===== config.mk =====
export PLATFORM = sky130hd
export DESIGN_NAME = crhc_core_ctl
export DESIGN_NICKNAME = d
export VERILOG_FILES = /design/src/pkg/crhc_pkg.sv /design/src/pkg/crhc_ctl_if.sv /design/src/design/crhc_sync.sv /design/src/design/crhc_halt_det.sv /design/src/design/crhc_core_ctl.sv
export VERILOG_INCLUDE_DIRS = /design/src /design/src/pkg
export SDC_FILE = /design/constraint.sdc
export NUM_CORES = 1
export LEC_CHECK = 0
export ABC_AREA = 1
export BUFFER_PORTS_ARGS = -buffer_cell sky130_fd_sc_hd__buf_4
export CELL_PAD_IN_SITES_DETAIL_PLACEMENT = 1
export CELL_PAD_IN_SITES_GLOBAL_PLACEMENT = 1
export CORE_MARGIN = 2
export CORE_UTILIZATION = 38
export CTS_CLUSTER_DIAMETER = 30
export DETAILED_ROUTE_END_ITERATION = 6
export GPL_TIMING_DRIVEN = 0
export PLACE_DENSITY_LB_ADDON = 0.1
export SYNTH_ARGS = -nofsm -noshare
export SYNTH_HDL_FRONTEND = slang
export SYNTH_SLANG_ARGS = --single-unit

===== constraint.sdc =====
create_clock -name i_mclk -period 2.17 [get_ports i_mclk]
set_input_delay 0 -clock i_mclk [delete_from_list [all_inputs] [get_ports i_mclk]]
set_output_delay 0 -clock i_mclk [all_outputs]
set_load 0.02 [all_outputs]

===== src/pkg/crhc_map.svh =====
// Named offsets, bit positions, reset values and timing counts of the core reset and halt block.
`ifndef CRHC_MAP_SVH
`define CRHC_MAP_SVH

`define CRHC_BUS_AW          8
`define CRHC_BUS_DW          32
`define CRHC_OFF_CTRL        8'h00
`define CRHC_OFF_STATUS      8'h04
`define CRHC_OFF_IRQ_STATUS  8'h08
`define CRHC_OFF_IRQ_CLEAR   8'h0c
`define CRHC_OFF_IRQ_ENABLE  8'h10
`define CRHC_OFF_DATA_ADDR   8'h14
`define CRHC_CTRL_HALT       0
`define CRHC_CTRL_CONTINUE   1
`define CRHC_ST_STATE_LSB    0
`define CRHC_ST_BOOT_LSB     2
`define CRHC_ST_HALTED       4
`define CRHC_ST_SLEEP        5
`define CRHC_ST_RST_SHORT    6
`define CRHC_EV_HALT         0
`define CRHC_EV_IRQ          1
`define CRHC_EV_RESUME       2
`define CRHC_NUM_EV          3
`define CRHC_EV_RESET        3'h0
`define CRHC_WORD_RESET      32'h0000_0000
`define CRHC_INSTR_STEP      32'h0000_0004
`define CRHC_IRQ_VEC_OFF     32'h0000_0010
`define CRHC_RST_HOLD_REC    5'h10
`define CRHC_RST_CNT_W       5
`define CRHC_RST_CNT_ONE     5'h01

`endif


===== src/pkg/crhc_pkg.sv =====
// Types shared by the core reset and halt block.
package crhc_pkg;

	typedef enum logic [1:0] {
		ST_RESET = 2'b00,
		ST_RUN   = 2'b01,
		ST_HALT  = 2'b11,
		ST_SLEEP = 2'b10
	} crhc_state_type;

	typedef enum logic [1:0] {
		BOOT_VECTOR     = 2'b00,
		BOOT_SLEEP      = 2'b01,
		BOOT_DEBUG_HALT = 2'b10,
		BOOT_SPARE      = 2'b11
	} crhc_boot_type;

endpackage


===== src/pkg/crhc_ctl_if.sv =====
// Halt request path between the core control logic and its stop edge detector.
`timescale 1ns/10ps
`default_nettype none
interface crhc_ctl_if;
	logic dbg_stop;
	logic halt_req;
	modport halt (input dbg_stop, output halt_req);
	modport core (output dbg_stop, input halt_req);
endinterface
`default_nettype wire


===== src/design/crhc_sync.sv =====
// Three flip-flop synchroniser that passes a level once the second and third stages agree.
`timescale 1ns/10ps
`default_nettype none
module crhc_sync (
	// Clock and reset.
	input  wire logic i_mclk,
	input  wire logic i_srst,
	// Level from another domain and its synchronised copy.
	input  wire logic i_async,
	output logic      o_level
);

	logic s1_reg;
	logic s2_reg;
	logic s3_reg;

	always_ff @(posedge i_mclk) begin
		if (i_srst) begin
			s1_reg <= 1'b0;
			s2_reg <= 1'b0;
			s3_reg <= 1'b0;
		end else begin
			s1_reg <= i_async;
			s2_reg <= s1_reg;
			s3_reg <= s2_reg;
		end
	end

	always_ff @(posedge i_mclk) begin
		if (i_srst) begin
			o_level <= 1'b0;
		end else if (s2_reg == s3_reg) begin
			o_level <= s3_reg;
		end
	end

	a_sync_agree_change: assert property (@(posedge i_mclk) disable iff (i_srst)
		!$past(i_srst) && $changed(o_level)
		|-> ($past(s2_reg) == $past(s3_reg)) && (o_level == $past(s3_reg)))
		else $error("Synchronised level changed without stage agreement.");

endmodule
`default_nettype wire


===== src/design/crhc_halt_det.sv =====
// Rising edge detector for the debug stop input, active only with debug enabled.
`timescale 1ns/10ps
`default_nettype none
module crhc_halt_det #(
	parameter int DEBUG_LEVEL = 1
) (
	// Clock and reset.
	input  wire logic  i_mclk,
	input  wire logic  i_srst,
	// Stop level in, halt request pulse out.
	crhc_ctl_if.halt   ctl
);

	logic prev_reg;

	// A stop held high through reset is not taken as a fresh edge.
	always_ff @(posedge i_mclk) begin
		if (i_srst) begin
			prev_reg <= 1'b1;
		end else begin
			prev_reg <= ctl.dbg_stop;
		end
	end

	generate
		if (DEBUG_LEVEL > 0) begin : g_dbg_on
			assign ctl.halt_req = ctl.dbg_stop & ~prev_reg;
		end else begin : g_dbg_off
			assign ctl.halt_req = 1'b0;
		end
	endgenerate

	a_stop_ignored_off: assert property (@(posedge i_mclk) disable iff (i_srst)
		(DEBUG_LEVEL == 0) |-> !ctl.halt_req)
		else $error("Halt request raised with debug disabled.");

	a_stop_edge_pulse: assert property (@(posedge i_mclk) disable iff (i_srst)
		(DEBUG_LEVEL > 0) && ctl.dbg_stop && !$past(ctl.dbg_stop) && !$past(i_srst)
		|-> ctl.halt_req ##1 !ctl.halt_req)
		else $error("Stop rising edge did not give a single request pulse.");

endmodule
`default_nettype wire


===== src/design/crhc_core_ctl.sv =====
// Reset, boot mode, interrupt input and debug halt control of a soft processor core.
`timescale 1ns/10ps
`default_nettype none
`include "crhc_map.svh"
module crhc_core_ctl #(
	parameter int              ADDR_W            = 32,
	parameter int              async_irq_param   = 1,
	parameter int              debug_level_param = 1,
	parameter logic [63:0]     vector_base_param = 64'h0
) (
	// Clock and reset.
	input  wire logic                     i_mclk,
	input  wire logic                     i_srst,
	// Register port.
	input  wire logic [`CRHC_BUS_AW-1:0]  i_addr,
	input  wire logic [`CRHC_BUS_DW-1:0]  i_wdata,
	input  wire logic                     i_wr,
	input  wire logic                     i_rd,
	output logic      [`CRHC_BUS_DW-1:0]  o_rdata,
	// Core control inputs.
	input  wire logic [1:0]               i_boot_mode,
	input  wire logic                     i_interrupt,
	input  wire logic                     i_dbg_stop,
	input  wire logic [1:0]               i_wakeup,
	// Core status outputs.
	output logic                          o_pipeline_halted_flag,
	output logic                          o_sleep,
	output logic                          o_irq,
	// Local memory bus addresses.
	output logic      [ADDR_W-1:0]        o_instr_addr,
	output logic      [ADDR_W-1:0]        o_data_addr
);

	crhc_pkg::crhc_state_type             state_reg;
	crhc_pkg::crhc_state_type             state_next;
	crhc_pkg::crhc_boot_type              boot_mode_reg;
	logic [ADDR_W-1:0]                    pc_reg;
	logic [ADDR_W-1:0]                    pc_next;
	logic [ADDR_W-1:0]                    vec_base;
	logic [`CRHC_BUS_DW-1:0]              data_addr_reg;
	logic [`CRHC_NUM_EV-1:0]              ev_status_reg;
	logic [`CRHC_NUM_EV-1:0]              ev_status_next;
	logic [`CRHC_NUM_EV-1:0]              ev_enable_reg;
	logic [`CRHC_NUM_EV-1:0]              ev_enable_next;
	logic [`CRHC_NUM_EV-1:0]              ev_set;
	logic [`CRHC_NUM_EV-1:0]              ev_clr;
	logic [`CRHC_RST_CNT_W-1:0]           rst_cnt_reg;
	logic                                 srst_d_reg;
	logic                                 rst_short_reg;
	logic                                 irq_lvl;
	logic                                 irq_prev_reg;
	logic                                 irq_rise;
	logic [1:0]                           wake_lvl;
	logic                                 sw_halt;
	logic                                 sw_cont;
	logic                                 halt_any;

	crhc_ctl_if ctl ();

	// Register decode used by the write and read paths.
	function automatic logic hit(input logic [`CRHC_BUS_AW-1:0] addr,
		input logic [`CRHC_BUS_AW-1:0] off);
		hit = (addr == off);
	endfunction

	assign vec_base = vector_base_param[ADDR_W-1:0];
	assign ctl.dbg_stop = i_dbg_stop;

	crhc_halt_det #(
		.DEBUG_LEVEL (debug_level_param)
	) u_halt_det (
		.i_mclk (i_mclk),
		.i_srst (i_srst),
		.ctl    (ctl.halt)
	);

	generate
		if (async_irq_param != 0) begin : g_irq_async
			crhc_sync u_irq_sync (
				.i_mclk  (i_mclk),
				.i_srst  (i_srst),
				.i_async (i_interrupt),
				.o_level (irq_lvl)
			);
		end else begin : g_irq_direct
			assign irq_lvl = i_interrupt;
		end
	endgenerate

	genvar gi;
	generate
		for (gi = 0; gi < 2; gi++) begin : g_wake
			crhc_sync u_wake_sync (
				.i_mclk  (i_mclk),
				.i_srst  (i_srst),
				.i_async (i_wakeup[gi]),
				.o_level (wake_lvl[gi])
			);
		end
	endgenerate

	// Software pulses from the control register.
	assign sw_halt = i_wr && hit(i_addr, `CRHC_OFF_CTRL) && i_wdata[`CRHC_CTRL_HALT] &&
		(debug_level_param > 0);
	assign sw_cont = i_wr && hit(i_addr, `CRHC_OFF_CTRL) && i_wdata[`CRHC_CTRL_CONTINUE];
	assign halt_any = ctl.halt_req || sw_halt;
	assign irq_rise = irq_lvl && !irq_prev_reg;

	always_ff @(posedge i_mclk) begin
		if (i_srst) begin
			boot_mode_reg <= crhc_pkg::crhc_boot_type'(i_boot_mode);
		end
	end

	// Reset length watch; a short reset still resets fully but is flagged.
	always_ff @(posedge i_mclk) begin
		srst_d_reg <= i_srst;
		if (i_srst) begin
			if (srst_d_reg) begin
				if (rst_cnt_reg != `CRHC_RST_HOLD_REC) begin
					rst_cnt_reg <= rst_cnt_reg + `CRHC_RST_CNT_ONE;
				end
			end else begin
				rst_cnt_reg <= `CRHC_RST_CNT_ONE;
			end
		end
	end

	always_ff @(posedge i_mclk) begin
		if (!i_srst && srst_d_reg) begin
			rst_short_reg <= (rst_cnt_reg < `CRHC_RST_HOLD_REC);
		end
	end

	always_ff @(posedge i_mclk) begin
		if (i_srst) begin
			irq_prev_reg <= 1'b0;
		end else begin
			irq_prev_reg <= irq_lvl;
		end
	end

	// Pipeline state and fetch address.
	always_comb begin
		state_next = state_reg;
		pc_next = pc_reg;
		case (state_reg)
			crhc_pkg::ST_RESET: begin
				pc_next = vec_base;
				case (boot_mode_reg)
					crhc_pkg::BOOT_SLEEP: begin
						state_next = crhc_pkg::ST_SLEEP;
					end
					crhc_pkg::BOOT_DEBUG_HALT: begin
						if (debug_level_param > 0) begin
							state_next = crhc_pkg::ST_HALT;
						end else begin
							state_next = crhc_pkg::ST_RUN;
						end
					end
					default: begin
						state_next = crhc_pkg::ST_RUN;
					end
				endcase
			end
			crhc_pkg::ST_RUN: begin
				if (halt_any) begin
					state_next = crhc_pkg::ST_HALT;
				end else if (irq_rise) begin
					pc_next = vec_base + ADDR_W'(`CRHC_IRQ_VEC_OFF);
				end else begin
					pc_next = pc_reg + ADDR_W'(`CRHC_INSTR_STEP);
				end
			end
			crhc_pkg::ST_HALT: begin
				if (sw_cont) begin
					state_next = crhc_pkg::ST_RUN;
				end
			end
			crhc_pkg::ST_SLEEP: begin
				if (halt_any) begin
					state_next = crhc_pkg::ST_HALT;
				end else if (|wake_lvl) begin
					state_next = crhc_pkg::ST_RUN;
				end
			end
			default: begin
				state_next = crhc_pkg::ST_RESET;
			end
		endcase
	end

	always_ff @(posedge i_mclk) begin
		if (i_srst) begin
			state_reg <= crhc_pkg::ST_RESET;
			pc_reg <= '0;
		end else begin
			state_reg <= state_next;
			pc_reg <= pc_next;
		end
	end

	always_ff @(posedge i_mclk) begin
		if (i_srst) begin
			o_pipeline_halted_flag <= 1'b0;
			o_sleep <= 1'b0;
			o_instr_addr <= '0;
		end else begin
			o_pipeline_halted_flag <= (state_next == crhc_pkg::ST_HALT);
			o_sleep <= (state_next == crhc_pkg::ST_SLEEP);
			o_instr_addr <= pc_next;
		end
	end

	// Data address register steers the data bus address output.
	always_ff @(posedge i_mclk) begin
		if (i_srst) begin
			data_addr_reg <= `CRHC_WORD_RESET;
			o_data_addr <= '0;
		end else begin
			if (i_wr && hit(i_addr, `CRHC_OFF_DATA_ADDR)) begin
				data_addr_reg <= i_wdata;
			end
			o_data_addr <= ADDR_W'(data_addr_reg);
		end
	end

	// Sticky events; a set in the clearing cycle survives.
	always_comb begin
		ev_set = '0;
		ev_set[`CRHC_EV_HALT] = (state_next == crhc_pkg::ST_HALT) &&
			(state_reg != crhc_pkg::ST_HALT);
		ev_set[`CRHC_EV_IRQ] = (state_reg == crhc_pkg::ST_RUN) && !halt_any && irq_rise;
		ev_set[`CRHC_EV_RESUME] = (state_reg == crhc_pkg::ST_HALT) &&
			(state_next == crhc_pkg::ST_RUN);
		ev_clr = '0;
		if (i_wr && hit(i_addr, `CRHC_OFF_IRQ_CLEAR)) begin
			ev_clr = i_wdata[`CRHC_NUM_EV-1:0];
		end
		ev_status_next = (ev_status_reg & ~ev_clr) | ev_set;
		ev_enable_next = ev_enable_reg;
		if (i_wr && hit(i_addr, `CRHC_OFF_IRQ_ENABLE)) begin
			ev_enable_next = i_wdata[`CRHC_NUM_EV-1:0];
		end
	end

	always_ff @(posedge i_mclk) begin
		if (i_srst) begin
			ev_status_reg <= `CRHC_EV_RESET;
			ev_enable_reg <= `CRHC_EV_RESET;
			o_irq <= 1'b0;
		end else begin
			ev_status_reg <= ev_status_next;
			ev_enable_reg <= ev_enable_next;
			o_irq <= |(ev_status_next & ev_enable_next);
		end
	end

	// Read data stand for the one cycle after the strobe.
	always_ff @(posedge i_mclk) begin
		if (i_srst) begin
			o_rdata <= `CRHC_WORD_RESET;
		end else begin
			o_rdata <= `CRHC_WORD_RESET;
			if (i_rd) begin
				if (hit(i_addr, `CRHC_OFF_STATUS)) begin
					o_rdata[`CRHC_ST_STATE_LSB +: 2] <= state_reg;
					o_rdata[`CRHC_ST_BOOT_LSB +: 2] <= boot_mode_reg;
					o_rdata[`CRHC_ST_HALTED] <= o_pipeline_halted_flag;
					o_rdata[`CRHC_ST_SLEEP] <= o_sleep;
					o_rdata[`CRHC_ST_RST_SHORT] <= rst_short_reg;
				end else if (hit(i_addr, `CRHC_OFF_IRQ_STATUS)) begin
					o_rdata[`CRHC_NUM_EV-1:0] <= ev_status_reg;
				end else if (hit(i_addr, `CRHC_OFF_IRQ_ENABLE)) begin
					o_rdata[`CRHC_NUM_EV-1:0] <= ev_enable_reg;
				end else if (hit(i_addr, `CRHC_OFF_DATA_ADDR)) begin
					o_rdata <= data_addr_reg;
				end
			end
		end
	end

	a_reset_one_cycle: assert property (@(posedge i_mclk)
		$past(i_srst) |-> (state_reg == crhc_pkg::ST_RESET) && !o_pipeline_halted_flag &&
		!o_irq && (ev_status_reg == `CRHC_EV_RESET))
		else $error("One reset cycle did not fully reset the core.");

	a_boot_mode_sample: assert property (@(posedge i_mclk)
		$past(i_srst) |-> boot_mode_reg == $past(i_boot_mode))
		else $error("Boot mode not sampled during reset.");

	a_halted_flag_state: assert property (@(posedge i_mclk) disable iff (i_srst)
		o_pipeline_halted_flag == (state_reg == crhc_pkg::ST_HALT))
		else $error("Halted output disagrees with pipeline state.");

	a_stop_halts_run: assert property (@(posedge i_mclk) disable iff (i_srst)
		(state_reg == crhc_pkg::ST_RUN) && ctl.halt_req
		|=> (state_reg == crhc_pkg::ST_HALT) && o_pipeline_halted_flag)
		else $error("Stop edge did not halt the pipeline next cycle.");

	a_boot_debug_halt: assert property (@(posedge i_mclk) disable iff (i_srst)
		$fell(i_srst) && (boot_mode_reg == crhc_pkg::BOOT_DEBUG_HALT) &&
		(debug_level_param > 0)
		|-> ##1 (state_reg == crhc_pkg::ST_HALT) && o_pipeline_halted_flag)
		else $error("Boot mode 10 did not enter debug halt.");

	a_boot_vector_run: assert property (@(posedge i_mclk) disable iff (i_srst)
		$fell(i_srst) && (boot_mode_reg == crhc_pkg::BOOT_VECTOR)
		|-> ##1 (state_reg == crhc_pkg::ST_RUN) && (o_instr_addr == vec_base))
		else $error("Boot mode 00 did not start at the reset vector.");

	a_irq_direct_path: assert property (@(posedge i_mclk) disable iff (i_srst)
		(async_irq_param == 0) && $rose(i_interrupt) && (state_reg == crhc_pkg::ST_RUN) &&
		!halt_any |=> o_instr_addr == vec_base + ADDR_W'(`CRHC_IRQ_VEC_OFF))
		else $error("Direct interrupt not acted on in the same cycle.");

	a_addr_width_range: assert property (@(posedge i_mclk) disable iff (i_srst)
		!$past(i_srst) |-> (ADDR_W >= 32) && (ADDR_W <= 64) &&
		(o_data_addr == ADDR_W'($past(data_addr_reg))))
		else $error("Address width out of range or data address lost.");

	a_irq_sync_delay: assert property (@(posedge i_mclk) disable iff (i_srst)
		(async_irq_param != 0) && $rose(i_interrupt) && !irq_lvl |=> !irq_lvl)
		else $error("Interrupt bypassed the synchroniser.");

	a_halt_held: assert property (@(posedge i_mclk) disable iff (i_srst)
		(state_reg == crhc_pkg::ST_HALT) && !sw_cont
		|=> (state_reg == crhc_pkg::ST_HALT) && o_pipeline_halted_flag)
		else $error("Halt left or halted output dropped without continue.");

	a_nodbg_never_halt: assert property (@(posedge i_mclk) disable iff (i_srst)
		(debug_level_param == 0) |-> !o_pipeline_halted_flag)
		else $error("Pipeline halted with debug disabled.");

endmodule
`default_nettype wire


Word-level counts from Yosys, hierarchy flattened:

Cells that the tools add are included.

* register bits after elaboration: 162
* bits of input ports: 50
* output and inout port bits: 99
* word-level logic and storage cells: 103

* add/sub/neg operators: 2
* magnitude comparators: 1
* equal/unequal tests: 20
* mux-type cells: 18
* bitwise logic cells: 8
* reductions and logical operators: 25

Operator list (count)
* $mux 32: 2
* $pmux 32 s2: 1
* $add 32x3->32 const B: 1
* $eq 8x4->1 const B: 2
* $eq 8x5->1 const B: 2
* $mux 7: 2
* $logic_and 1x1->1: 12
* $mux 3: 4
* $eq 2x2->1 const B: 5
* $eq 8x3->1 const B: 1
* $logic_not 8->1: 1
* $mux 2: 4
* $mux 4: 2
* $pmux 2 s4: 1
* $and 3x3->3: 2
* $eq 2x1->1 const B: 3
* $reduce_or 6->1: 1
* $add 5x1->5 const B: 1
* $lt 5x5->1 const B: 1
* $mux 5: 1
* $ne 5x5->1 const B: 1
* $ne 2x2->1 const B: 2
* $pmux 2 s2: 1
* $reduce_and 2->1: 2
* other kinds (12): 19

Logic depth before layout (Yosys ltp):

Gate-level depths: netlist of the first run.

* depth in word-level cells: 11
* depth in mapped cells: 11
* mapped depth without buffers: 11

By module:

From an unflattened synthesis of the first run, not the netlist that was laid out.

* cell total of the unflattened synthesis: 789
* area total of the unflattened synthesis: 6180.9 µm²

Modules (own cells, without submodules)
* crhc_core_ctl: instances 1, cells an instance 745, area each 5779.3 µm², sequential area each 3022.9 µm²
* crhc_sync: instances 3, cells an instance 13, area each 121.4 µm², sequential area each 80.1 µm²
* crhc_halt_det: instances 1, cells an instance 5, area each 37.5 µm², sequential area each 20.0 µm²

Worst setup path before layout of the first run:

No wires, ideal clock.

* path kind: reg2reg
* from: register, netlist name o_instr_addr[2]
* to: register o_instr_addr[20]
* library setup time: 0.115 ns
* data arrival time: 1.675 ns
* data required time: 2.055 ns
* setup slack: 0.379 ns
* stages on the path, launching flop included: 11
* path buffers: 0
* period minus slack after synthesis: 1.791 ns
* path through: dfxtp_1 ha_1 nand4_1 nor2_1 nand2_1 nor2_1 nand2_1 nor2_2 nand4_1 nand2_1 nor2_1

RTL lines
* to (signal assigned): line crhc_core_ctl.sv:211 `o_instr_addr <= pc_next;`
* to (decl): line crhc_core_ctl.sv:30 `output logic [ADDR_W-1:0] o_instr_addr,`

==> impl_results.md, run 1 <==
- Final Worst Setup Slack: 0.219 ns
- Router iterations before antenna repair: 4
- Syn Inst Count: 796
- CTS Buf Count: 17
- Fmax: 0.513 GHz
- Chip width: 132 um
- Syn Std Cell Area: 6230 um2
- GP Congestion: 0.898
- Most common cell in the synthesized netlist: dfxtp_1
- I/O Pins: 149
- Worst slew margin: 0.591
- Number of enable flip-flop cells after synthesis: 8
- Post-DP HPWL: 14000 um
- Worst-path fanout max: 7
- Setup bufs post-CTS: 0
- Gate power share: 0.081
- Syn Area/Cell: 7.82 um2
- Leakage power: 0.00357 uW
- Worst slew pin tran: 0.614 ns
- Die Span Y: 132 um
- Longest Clk Path Bufs: 2
- Sequential-to-total area share from yosys stat: 0.527
- HP Start: i_addr[0]
- Main flop type after synthesis: dfxtp_1
- Largest net degree at the start of global routing: 17
- Sw Pwr: 1650 uW
- Fraction of registers with async set/reset: 0
- TritonCTS clock tree: done
- H-tree depth: 4
- Final setup violation count: 0
- Fin crit period: 1.95 ns
- TNS Setup: 0 ns
- Residual DRC: 0
- CTS clk-pin slew, worst paths: 0.06 ns
- Crit path launch: o_instr_addr[2]
- Setup Slack @ Placement: 0.117 ns
- Global-route wire length before repair: 32400 um
- Layout cells sized above 1: 0.219
- Tcrit/Tclk final: 0.899
- Filler cell count: 1967
- Outcome: finished, final reports clean
- Area grow syn2layout: 38.5%
- Initial Utilization: 0.391
- # nets final: 1058
- Core footprint: 15900 um2
- Antenna Cells: 0
- Initial antenna violation count: 0
- Reg area: 3280 um2
- Cell-internal power: 4910 uW
- Port Buf Inserts: 146
- Hold crit path type: input pin to flip-flop
- WP data arrival: 2.27 ns
- Worst r2r src: o_instr_addr[2]
- DR iter-0 viols: 216
- GRT Util Overall: 0.232
- Clk_lat worst skew: 0.42 ns
- Total die area: 17400 um2
- Flop pwr share: 0.463
- Multi-input logic area: 2430 um2
- Top-area cell type share of the netlist area: 0.489
- PwrDens: 761 nW/um2
- Unrepaired setup endpoints after global routing: false
- Final ANT Viol Nets: 0
- Critical Path Sink Type: flip-flop
- Fin. Hold Viols: 0
- DR vias/cell: 4.82
- Clk sink count: 160
- Slew Viols, Final: 0
- Synth cell count leaders: dfxtp_1 (152), nand2_1 (140), nor2_1 (137), inv_1 (94), a21oi_1 (70)
- Worst setup path category: flip-flop to flip-flop
- GRT overflow: 0
- Vias: 5941
- Clk pwr share: 0.457
- Yosys cell types: 49
- Synth Register Bits: 160
- Synth top area cells: dfxtp_1 (49%), nand2_1 (8.4%), nor2_1 (8.3%)
- # rows: 46
- YS warnings: 0
- Area leader, netlist: dfxtp_1
- Setup crit start kind: flip-flop
- VDD IR-drop max: 522 uV
- Final wirelength: 20000 um
- Wire length per cell: 16.2 um
- CTS root buffer: clkbuf_16
- CP Data Required Time: 2.49 ns
- Via count of the first global-routing pass: 6275
- Sw frac: 0.251
- Worst Clk Skew: 0.00763 ns
- Maxcap violations: 0
layout make-up:
class	instances	area share
clock buffer	18	0.0522
timing repair buffer	188	0.176
tap	216	0.0313
clock inverter	14	0.0165
sequential	160	0.381
buffer	28	0.0181
multi-input combinational	511	0.282
inverter	98	0.0433
worst paths after layout:
check,end,slack (ns),depth (start not counted)
setup / recovery,o_instr_addr[20],0.22,10
hold / removal,o_rdata[2],0.03,6
setup reg to reg,o_instr_addr[20],0.22,10
hold reg to reg,g_wake[1].u_wake_sync.s2_reg,0.41,2
worst max-delay path, cell delays in order (launching register included):
cell	delay, ns
dfxtp_2	0.41
ha_2	0.25
nand4_1	0.17
nor2_1	0.20
nand2_1	0.10
nor2_1	0.18
nand2_1	0.12
nor2_2	0.17
nand4_1	0.11
nand2_1	0.09
nor2_1	0.04
stage by stage:
step	hold slack (ns)	power, uW	cell area (um2)	instances	utilization
after floorplan	0.0277	3360	6230	797	-
after global placement	0.151	3550	7600	1159	0.476
after detailed placement	0.158	3560	7600	1159	0.476
after CTS	0.0179	6600	8610	1233	0.540
after global routing	0.0418	6810	8620	1233	0.541
final	0.0347	6560	8620	1233	0.541
kinds of logic after synthesis:
kind of cell             share of synthesized area
AND/OR/NAND/NOR                              0.253
flip-flops                                   0.527
AO/OA/AOI/OAI                                0.120
buffers and inverters                       0.0850
XOR/XNOR                                   0.00563
adder cells (fa/ha/maj)                    0.00804
other                                     0.000602
power by group through the flow:
stage               Combinational, uW  Sequential [uW]  Clock [uW]
global route                      583             3040        3190
detailed placement                463             3100           0
finish                            530             3040        3000
CTS                               528             3040        3040
global placement                  450             3100           0
floorplan                         262             3100           0
metal layers:
metal / share of wire / routed length [um] / track usage
met3: 0.032 / 632 / 0.0431
met4: 0.011 / 221 / 0.0580
met5: 0 / 0 / 0
met1: 0.45 / 8920 / 0.285
met2: 0.51 / 10200 / 0.418
cell usage in the layout, fill, tap and decap left out, drive strengths merged, types with 2 or more instances in the layout:
cell         instances
a21oi               72
a31oi                2
a41oi                3
and2                 3
and3                 3
buf                164
clkbuf              28
clkinv               3
conb                 2
dfxtp              152
dlygate4sd3         42
edfxtp               8
ha                   4
inv                107
nand2              144
nand3               41
nand4                7
nor2               145
nor3                 8
nor3b                3
o21ai               56
or2                  5
xnor2                2
xor2                 2
timing repair:
action	in CTS	in global routing
gates resized for setup	0	3
endpoints found under the hold margin	48	0
endpoints found under the setup margin	0	8
hold buffers	42	0
(Power assumes the default switching activity.)
==> run 2, diff against run 1 <==
Settings changed: PLACE_DENSITY from default to 0.75, PLACE_DENSITY_LB_ADDON 0.1 to default.
==> run 2 against run 1 <==
  * Non-clock buffer count did not move
  * Global-route usage is 1.4 points higher
  * Power is 0.44% lower
  * First-iteration DRC count is 63% higher
  * Sequential share of layout area up 0.12 points
  * Register-to-register slack lost 0.04 ns
  * Critical endpoint is now o_instr_addr[16]
==> impl_results.md, run 2 (synthesis gave the netlist of run 1 again) <==
- Outcome: finished, final reports clean
- Worst setup path category: flip-flop to flip-flop
- Fmax: 0.503 GHz
- CTS root buffer: clkbuf_16
- Worst-path fanout max: 7
- Tot Pwr: 6540 uW
- GP Congestion: 0.838
- Hold crit path type: input pin to flip-flop
- Wire length per cell: 17.1 um
- Post-DP HPWL: 14300 um
- Worst slew margin: 0.555
- TritonCTS clock tree: done
- Critical Path Sink Type: flip-flop
- Sw frac: 0.259
- # nets final: 1058
- Final Worst Setup Slack: 0.182 ns
- Clk pwr share: 0.454
- Residual DRC: 0
- DR iter-0 viols: 353
- Cell-internal power: 4840 uW
- Worst slew pin tran: 0.668 ns
- WP data arrival: 2.30 ns
- Largest net degree at the start of global routing: 17
- Fin crit period: 1.99 ns
- # rows: 46
- Sw Pwr: 1690 uW
- Setup crit start kind: flip-flop
- Gate power share: 0.082
- Final wirelength: 21100 um
- Via count of the first global-routing pass: 6320
- Flop pwr share: 0.464
- Chip width: 132 um
- Vias: 5994
- DR vias/cell: 4.86
- Area grow syn2layout: 38.0%
- CTS Buf Count: 17
- Longest Clk Path Bufs: 2
- Die Span Y: 132 um
- Initial Utilization: 0.391
- CP Data Required Time: 2.48 ns
- Final Util: 0.539
- GRT Util Overall: 0.246
- Maxcap violations: 0
- Port Buf Inserts: 146
- Final setup violation count: 0
- Commonest non-fill, non-tap cell in the layout: dfxtp_1
- TNS Setup: 0 ns
- Finished Layout Cells: 1234
- Leakage power: 0.00357 uW
- Final ANT Viol Nets: 0
- CTS clk-pin slew, worst paths: 0.07 ns
- Post-Place Cells: 1159
- Worst Clk Skew: 0.00853 ns
- Core footprint: 15900 um2
- Most frequent cells in the layout: dfxtp_1 (151), buf_4 (149), nand2_1 (140)
- Fin. Hold Viols: 0
- Router iterations before antenna repair: 4
- H-tree depth: 4
- PwrDens: 760 nW/um2
- Global-route wire length before repair: 33900 um
- Clk sink count: 160
- Setup Slack @ Placement: 0.0767 ns
- Tcrit/Tclk final: 0.916
- Slew Viols, Final: 0
- Clk_lat worst skew: 0.42 ns
- Initial antenna violation count: 1
- I/O Pins: 149
- Total die area: 17400 um2
- GRT overflow: 0
- Layout cells sized above 1: 0.217
- Unrepaired setup endpoints after global routing: false
- VDD IR-drop max: 521 uV
[run 2: cell types whose count changed in the layout (fill, tap and decap cells not counted), sizes merged]
| cell | change |
|---|---|
| clkinv | +1 |
| diode | +1 |
| clkbuf | -1 |
[run 2: metrics by stage]
step           hold WS [ns]  cell area, um2
2_1_floorplan        0.0277            6230
3_3_place_gp          0.162            7600
3_5_place_dp          0.161            7600
4_1_cts              0.0417            8590
5_1_grt              0.0616            8590
6_report             0.0476            8590
[run 2: path summary, 6_finish.rpt]
path	from	to	slack [ns]	depth (start not counted)
worst min register to register	g_wake[1].u_wake_sync.s1_reg	g_wake[1].u_wake_sync.s2_reg	0.40	2
worst max register to register	o_instr_addr[2]	o_instr_addr[16]	0.18	9
worst min-delay path	i_addr[0]	o_rdata[2]	0.05	6
worst max-delay path	o_instr_addr[2]	o_instr_addr[16]	0.18	9
[run 2: cell type report]
class                   count  area [um2]
multi-input cells         511        2420
plain buffers              28         156
fillers                  1990        7350
diodes                      1        2.50
repair buffers            188        1520
flip-flops and latches    160        3280
clock inverters            15         148
well taps                 216         270
inverters                  98         373
clock buffers              17         425
[run 2: what timing repair did]
item                                    in CTS  in global routing
resized for setup                            0                  1
endpoints found under the setup margin       0                  3
endpoints found under the hold margin       48                  0
buffers inserted                             0                  0
hold buffers                                42                  0
[run 2: worst max-delay path, stage by stage (launching register included)]
cell	delay [ns]
dfxtp_2	0.43
ha_1	0.28
nand4_1	0.18
nor2_1	0.18
nand2_1	0.10
nor2_1	0.19
nand2_1	0.12
nor2_1	0.17
o22ai_1	0.09
and2_1	0.14
[run 2: routing by layer]
metal	GRT usage	vias to the layer above	share of wire	wire, um
li1	-	2949	-	-
met1	0.300	2860	0.43	9090
met2	0.430	148	0.50	10600
met3	0.0523	37	0.042	891
met4	0.0857	0	0.025	533
met5	0	-	0	0
[run 2: power by group through the flow]
stage / clock network (uW) / registers, uW / logic [uW]
5_1_grt: 3140 / 3040 / 591
3_3_place_gp: 0 / 3100 / 462
4_1_cts: 2990 / 3030 / 536
3_5_place_dp: 0 / 3100 / 467
2_1_floorplan: 0 / 3100 / 262
6_report: 2970 / 3030 / 536
==> run 3, diff against run 2 <==
Settings changed: CORE_UTILIZATION 38 to 41, PLACE_DENSITY 0.75 to 0.81.
Clock period 2.17 ns to 2.36 ns, I/O delays scaled along.
==> run 3 against run 2 <==
  * Sequential cell count unchanged
  * Clock skew down 0.0012 ns
  * Clock power down 9.4%
  * Worst setup slack worse by 0.061 ns
  * Critical path depth unchanged
  * Routed wire length up 3.0%
  * Non-clock buffer count unchanged
  * Largest cell class unchanged
  * Sequential power down 7.9%
  * Critical endpoint unchanged
  * First-iteration DRC count down 18%
  * Highest routed layer unchanged
==> impl_results.md, run 3 (synthesis gave the netlist of run 1 again) <==
- CTS clk-pin slew, worst paths: 0.07 ns
- Most common cell on crit path: nor2_1
- Initial Utilization: 0.414
- TNS Setup: 0 ns
- Gate power share: 0.084
- Crit path launch: o_instr_addr[2]
- Post-Place Cells: 1131
- Final wirelength: 21700 um
- Crit-path slowest cell: dfxtp_1
- Global-route wire length before repair: 33400 um
- CP peak stage delay: 0.52 ns
- Worst-path fanout max: 7
- Clk_lat worst skew: 0.44 ns
- Die Span Y: 127 um
- Via count of the first global-routing pass: 6330
- Core footprint: 15000 um2
- CP Cell Sequence: ha_1 -> nand4_1 -> nor2_1 -> nand2_1 -> nor2_1 -> nand2_1 -> nor2_1 -> o22ai_1 -> and2_1
- Worst slew pin tran: 0.708 ns
- Finished Layout Cells: 1206
- PwrDens: 699 nW/um2
- GRT Util Overall: 0.268
- HP Start: i_addr[1]
- Total die area: 16200 um2
- Worst slew margin: 0.528
- CTS Buf Count: 17
- Max layer used: met4
- DR vias/cell: 5.10
- Cell-internal power: 4360 uW
- Worst Clk Skew: 0.00732 ns
- Clk pwr share: 0.450
- WP data arrival: 2.57 ns
- Largest net degree at the start of global routing: 18
- Area grow syn2layout: 37.4%
- I/O Pins: 149
- Clk sink count: 160
- Critical Path Sink Type: flip-flop
- Cell area after placement: 7560 um2
- Worst r2r src: o_instr_addr[2]
- Hold crit path type: input pin to flip-flop
- Unrepaired setup endpoints after global routing: false
- Sw Pwr: 1620 uW
- Outcome: finished, final reports clean
- TritonCTS clock tree: done
- Slew Viols, Final: 0
- CTS root buffer: clkbuf_16
- Commonest non-fill, non-tap cell in the layout: dfxtp_1
- GP Congestion: 0.877
- CP Data Required Time: 2.69 ns
- Chip width: 127 um
- Fin crit period: 2.24 ns
- Worst setup path category: flip-flop to flip-flop
- Sw frac: 0.271
- Post-DP HPWL: 14300 um
- Residual DRC: 0
- Initial antenna violation count: 1
- H-tree depth: 4
- Final setup violation count: 0
- Most frequent cells in the layout: dfxtp_1 (152), buf_4 (149), nand2_1 (140)
- DR iter-0 viols: 289
- Wire length on met1: 8990 um
- # nets final: 1058
- Layout cells sized above 1: 0.217
- Fin. Hold Viols: 0
- Port Buf Inserts: 146
- DR WL met2: 11000 um
- Setup crit start kind: flip-flop
- VDD IR-drop max: 523 uV
- Maxcap violations: 0
- Router iterations before antenna repair: 5
- Final ANT Viol Nets: 0
- Tcrit/Tclk final: 0.949
- Leakage power: 0.00355 uW
- Wire length per cell: 18.0 um
- Longest Clk Path Bufs: 2
- Vias: 6152
- Filler cell count: 1820
- Met3 WL: 917 um
- # rows: 45
- Non-Filler Cell Area, Final: 8560 um2
- GRT overflow: 0
- Fmax: 0.447 GHz
- Flop pwr share: 0.467
## run 3: final cells by class
class | instances | area, um2 | area share
Timing Repair Buffer | 188 | 1520 | 0.177
Tap cell | 188 | 235 | 0.0275
Sequential cell | 160 | 3280 | 0.384
Inverter | 98 | 373 | 0.0436
Multi-Input combinational cell | 511 | 2420 | 0.283
Buffer | 28 | 156 | 0.0183
Antenna cell | 1 | 2.50 | 0.000292
Clock buffer | 17 | 425 | 0.0497
Clock inverter | 15 | 140 | 0.0164
## run 3: power by group through the flow
| stage | clock [uW] | sequential (uW) | combinational (uW) |
|---|---|---|---|
| after floorplan | 0 | 2850 | 241 |
| after global placement | 0 | 2850 | 420 |
| after detailed placement | 0 | 2850 | 427 |
| after CTS | 2690 | 2790 | 492 |
| after global routing | 2840 | 2790 | 538 |
| final | 2690 | 2790 | 501 |
## run 3: critical path, delay by kind of cell, from the launching register on
kind	cells	cell delay (ns)
AOI/OAI and AO/OA	1	0.08
adders and majority gates	1	0.32
DFF	1	0.52
and+or+nand+nor	7	1.22
## run 3: path summary, 6_finish.rpt
| kind | cells past startpoint | end | slack, ns |
|---|---|---|---|
| worst min register to register | 2 | g_wake[0].u_wake_sync.s2_reg | 0.42 |
| worst min-delay path | 6 | ev_status_reg[2] | 0.006 |
| worst max register to register | 9 | o_instr_addr[16] | 0.12 |
| worst max-delay path | 9 | o_instr_addr[16] | 0.12 |
## run 3: routing by layer
metal,GRT usage,vias to the layer above
li1,-,2948
met1,0.314,2974
met2,0.466,175
met3,0.0590,55
met4,0.129,0
met5,0,-
## run 3: what timing repair did
| action | CTS | global route |
|---|---|---|
| hold buffers | 42 | 0 |
| resized for setup | 0 | 1 |
| setup buffers | 0 | 0 |
| endpoints found under the setup margin | 0 | 5 |
| hold endpoints to repair | 49 | 0 |
## run 3: per-stage QoR
step	power [uW]	util	hold WS (ns)	setup WS, ns
2_1_floorplan	3090	-	0.0277	0.569
3_3_place_gp	3270	0.503	0.146	0.312
3_5_place_dp	3280	0.503	0.143	0.261
4_1_cts	5970	0.569	0.00449	0.157
5_1_grt	6170	0.569	0.0428	0.0526
6_report	5980	0.569	0.00615	0.121
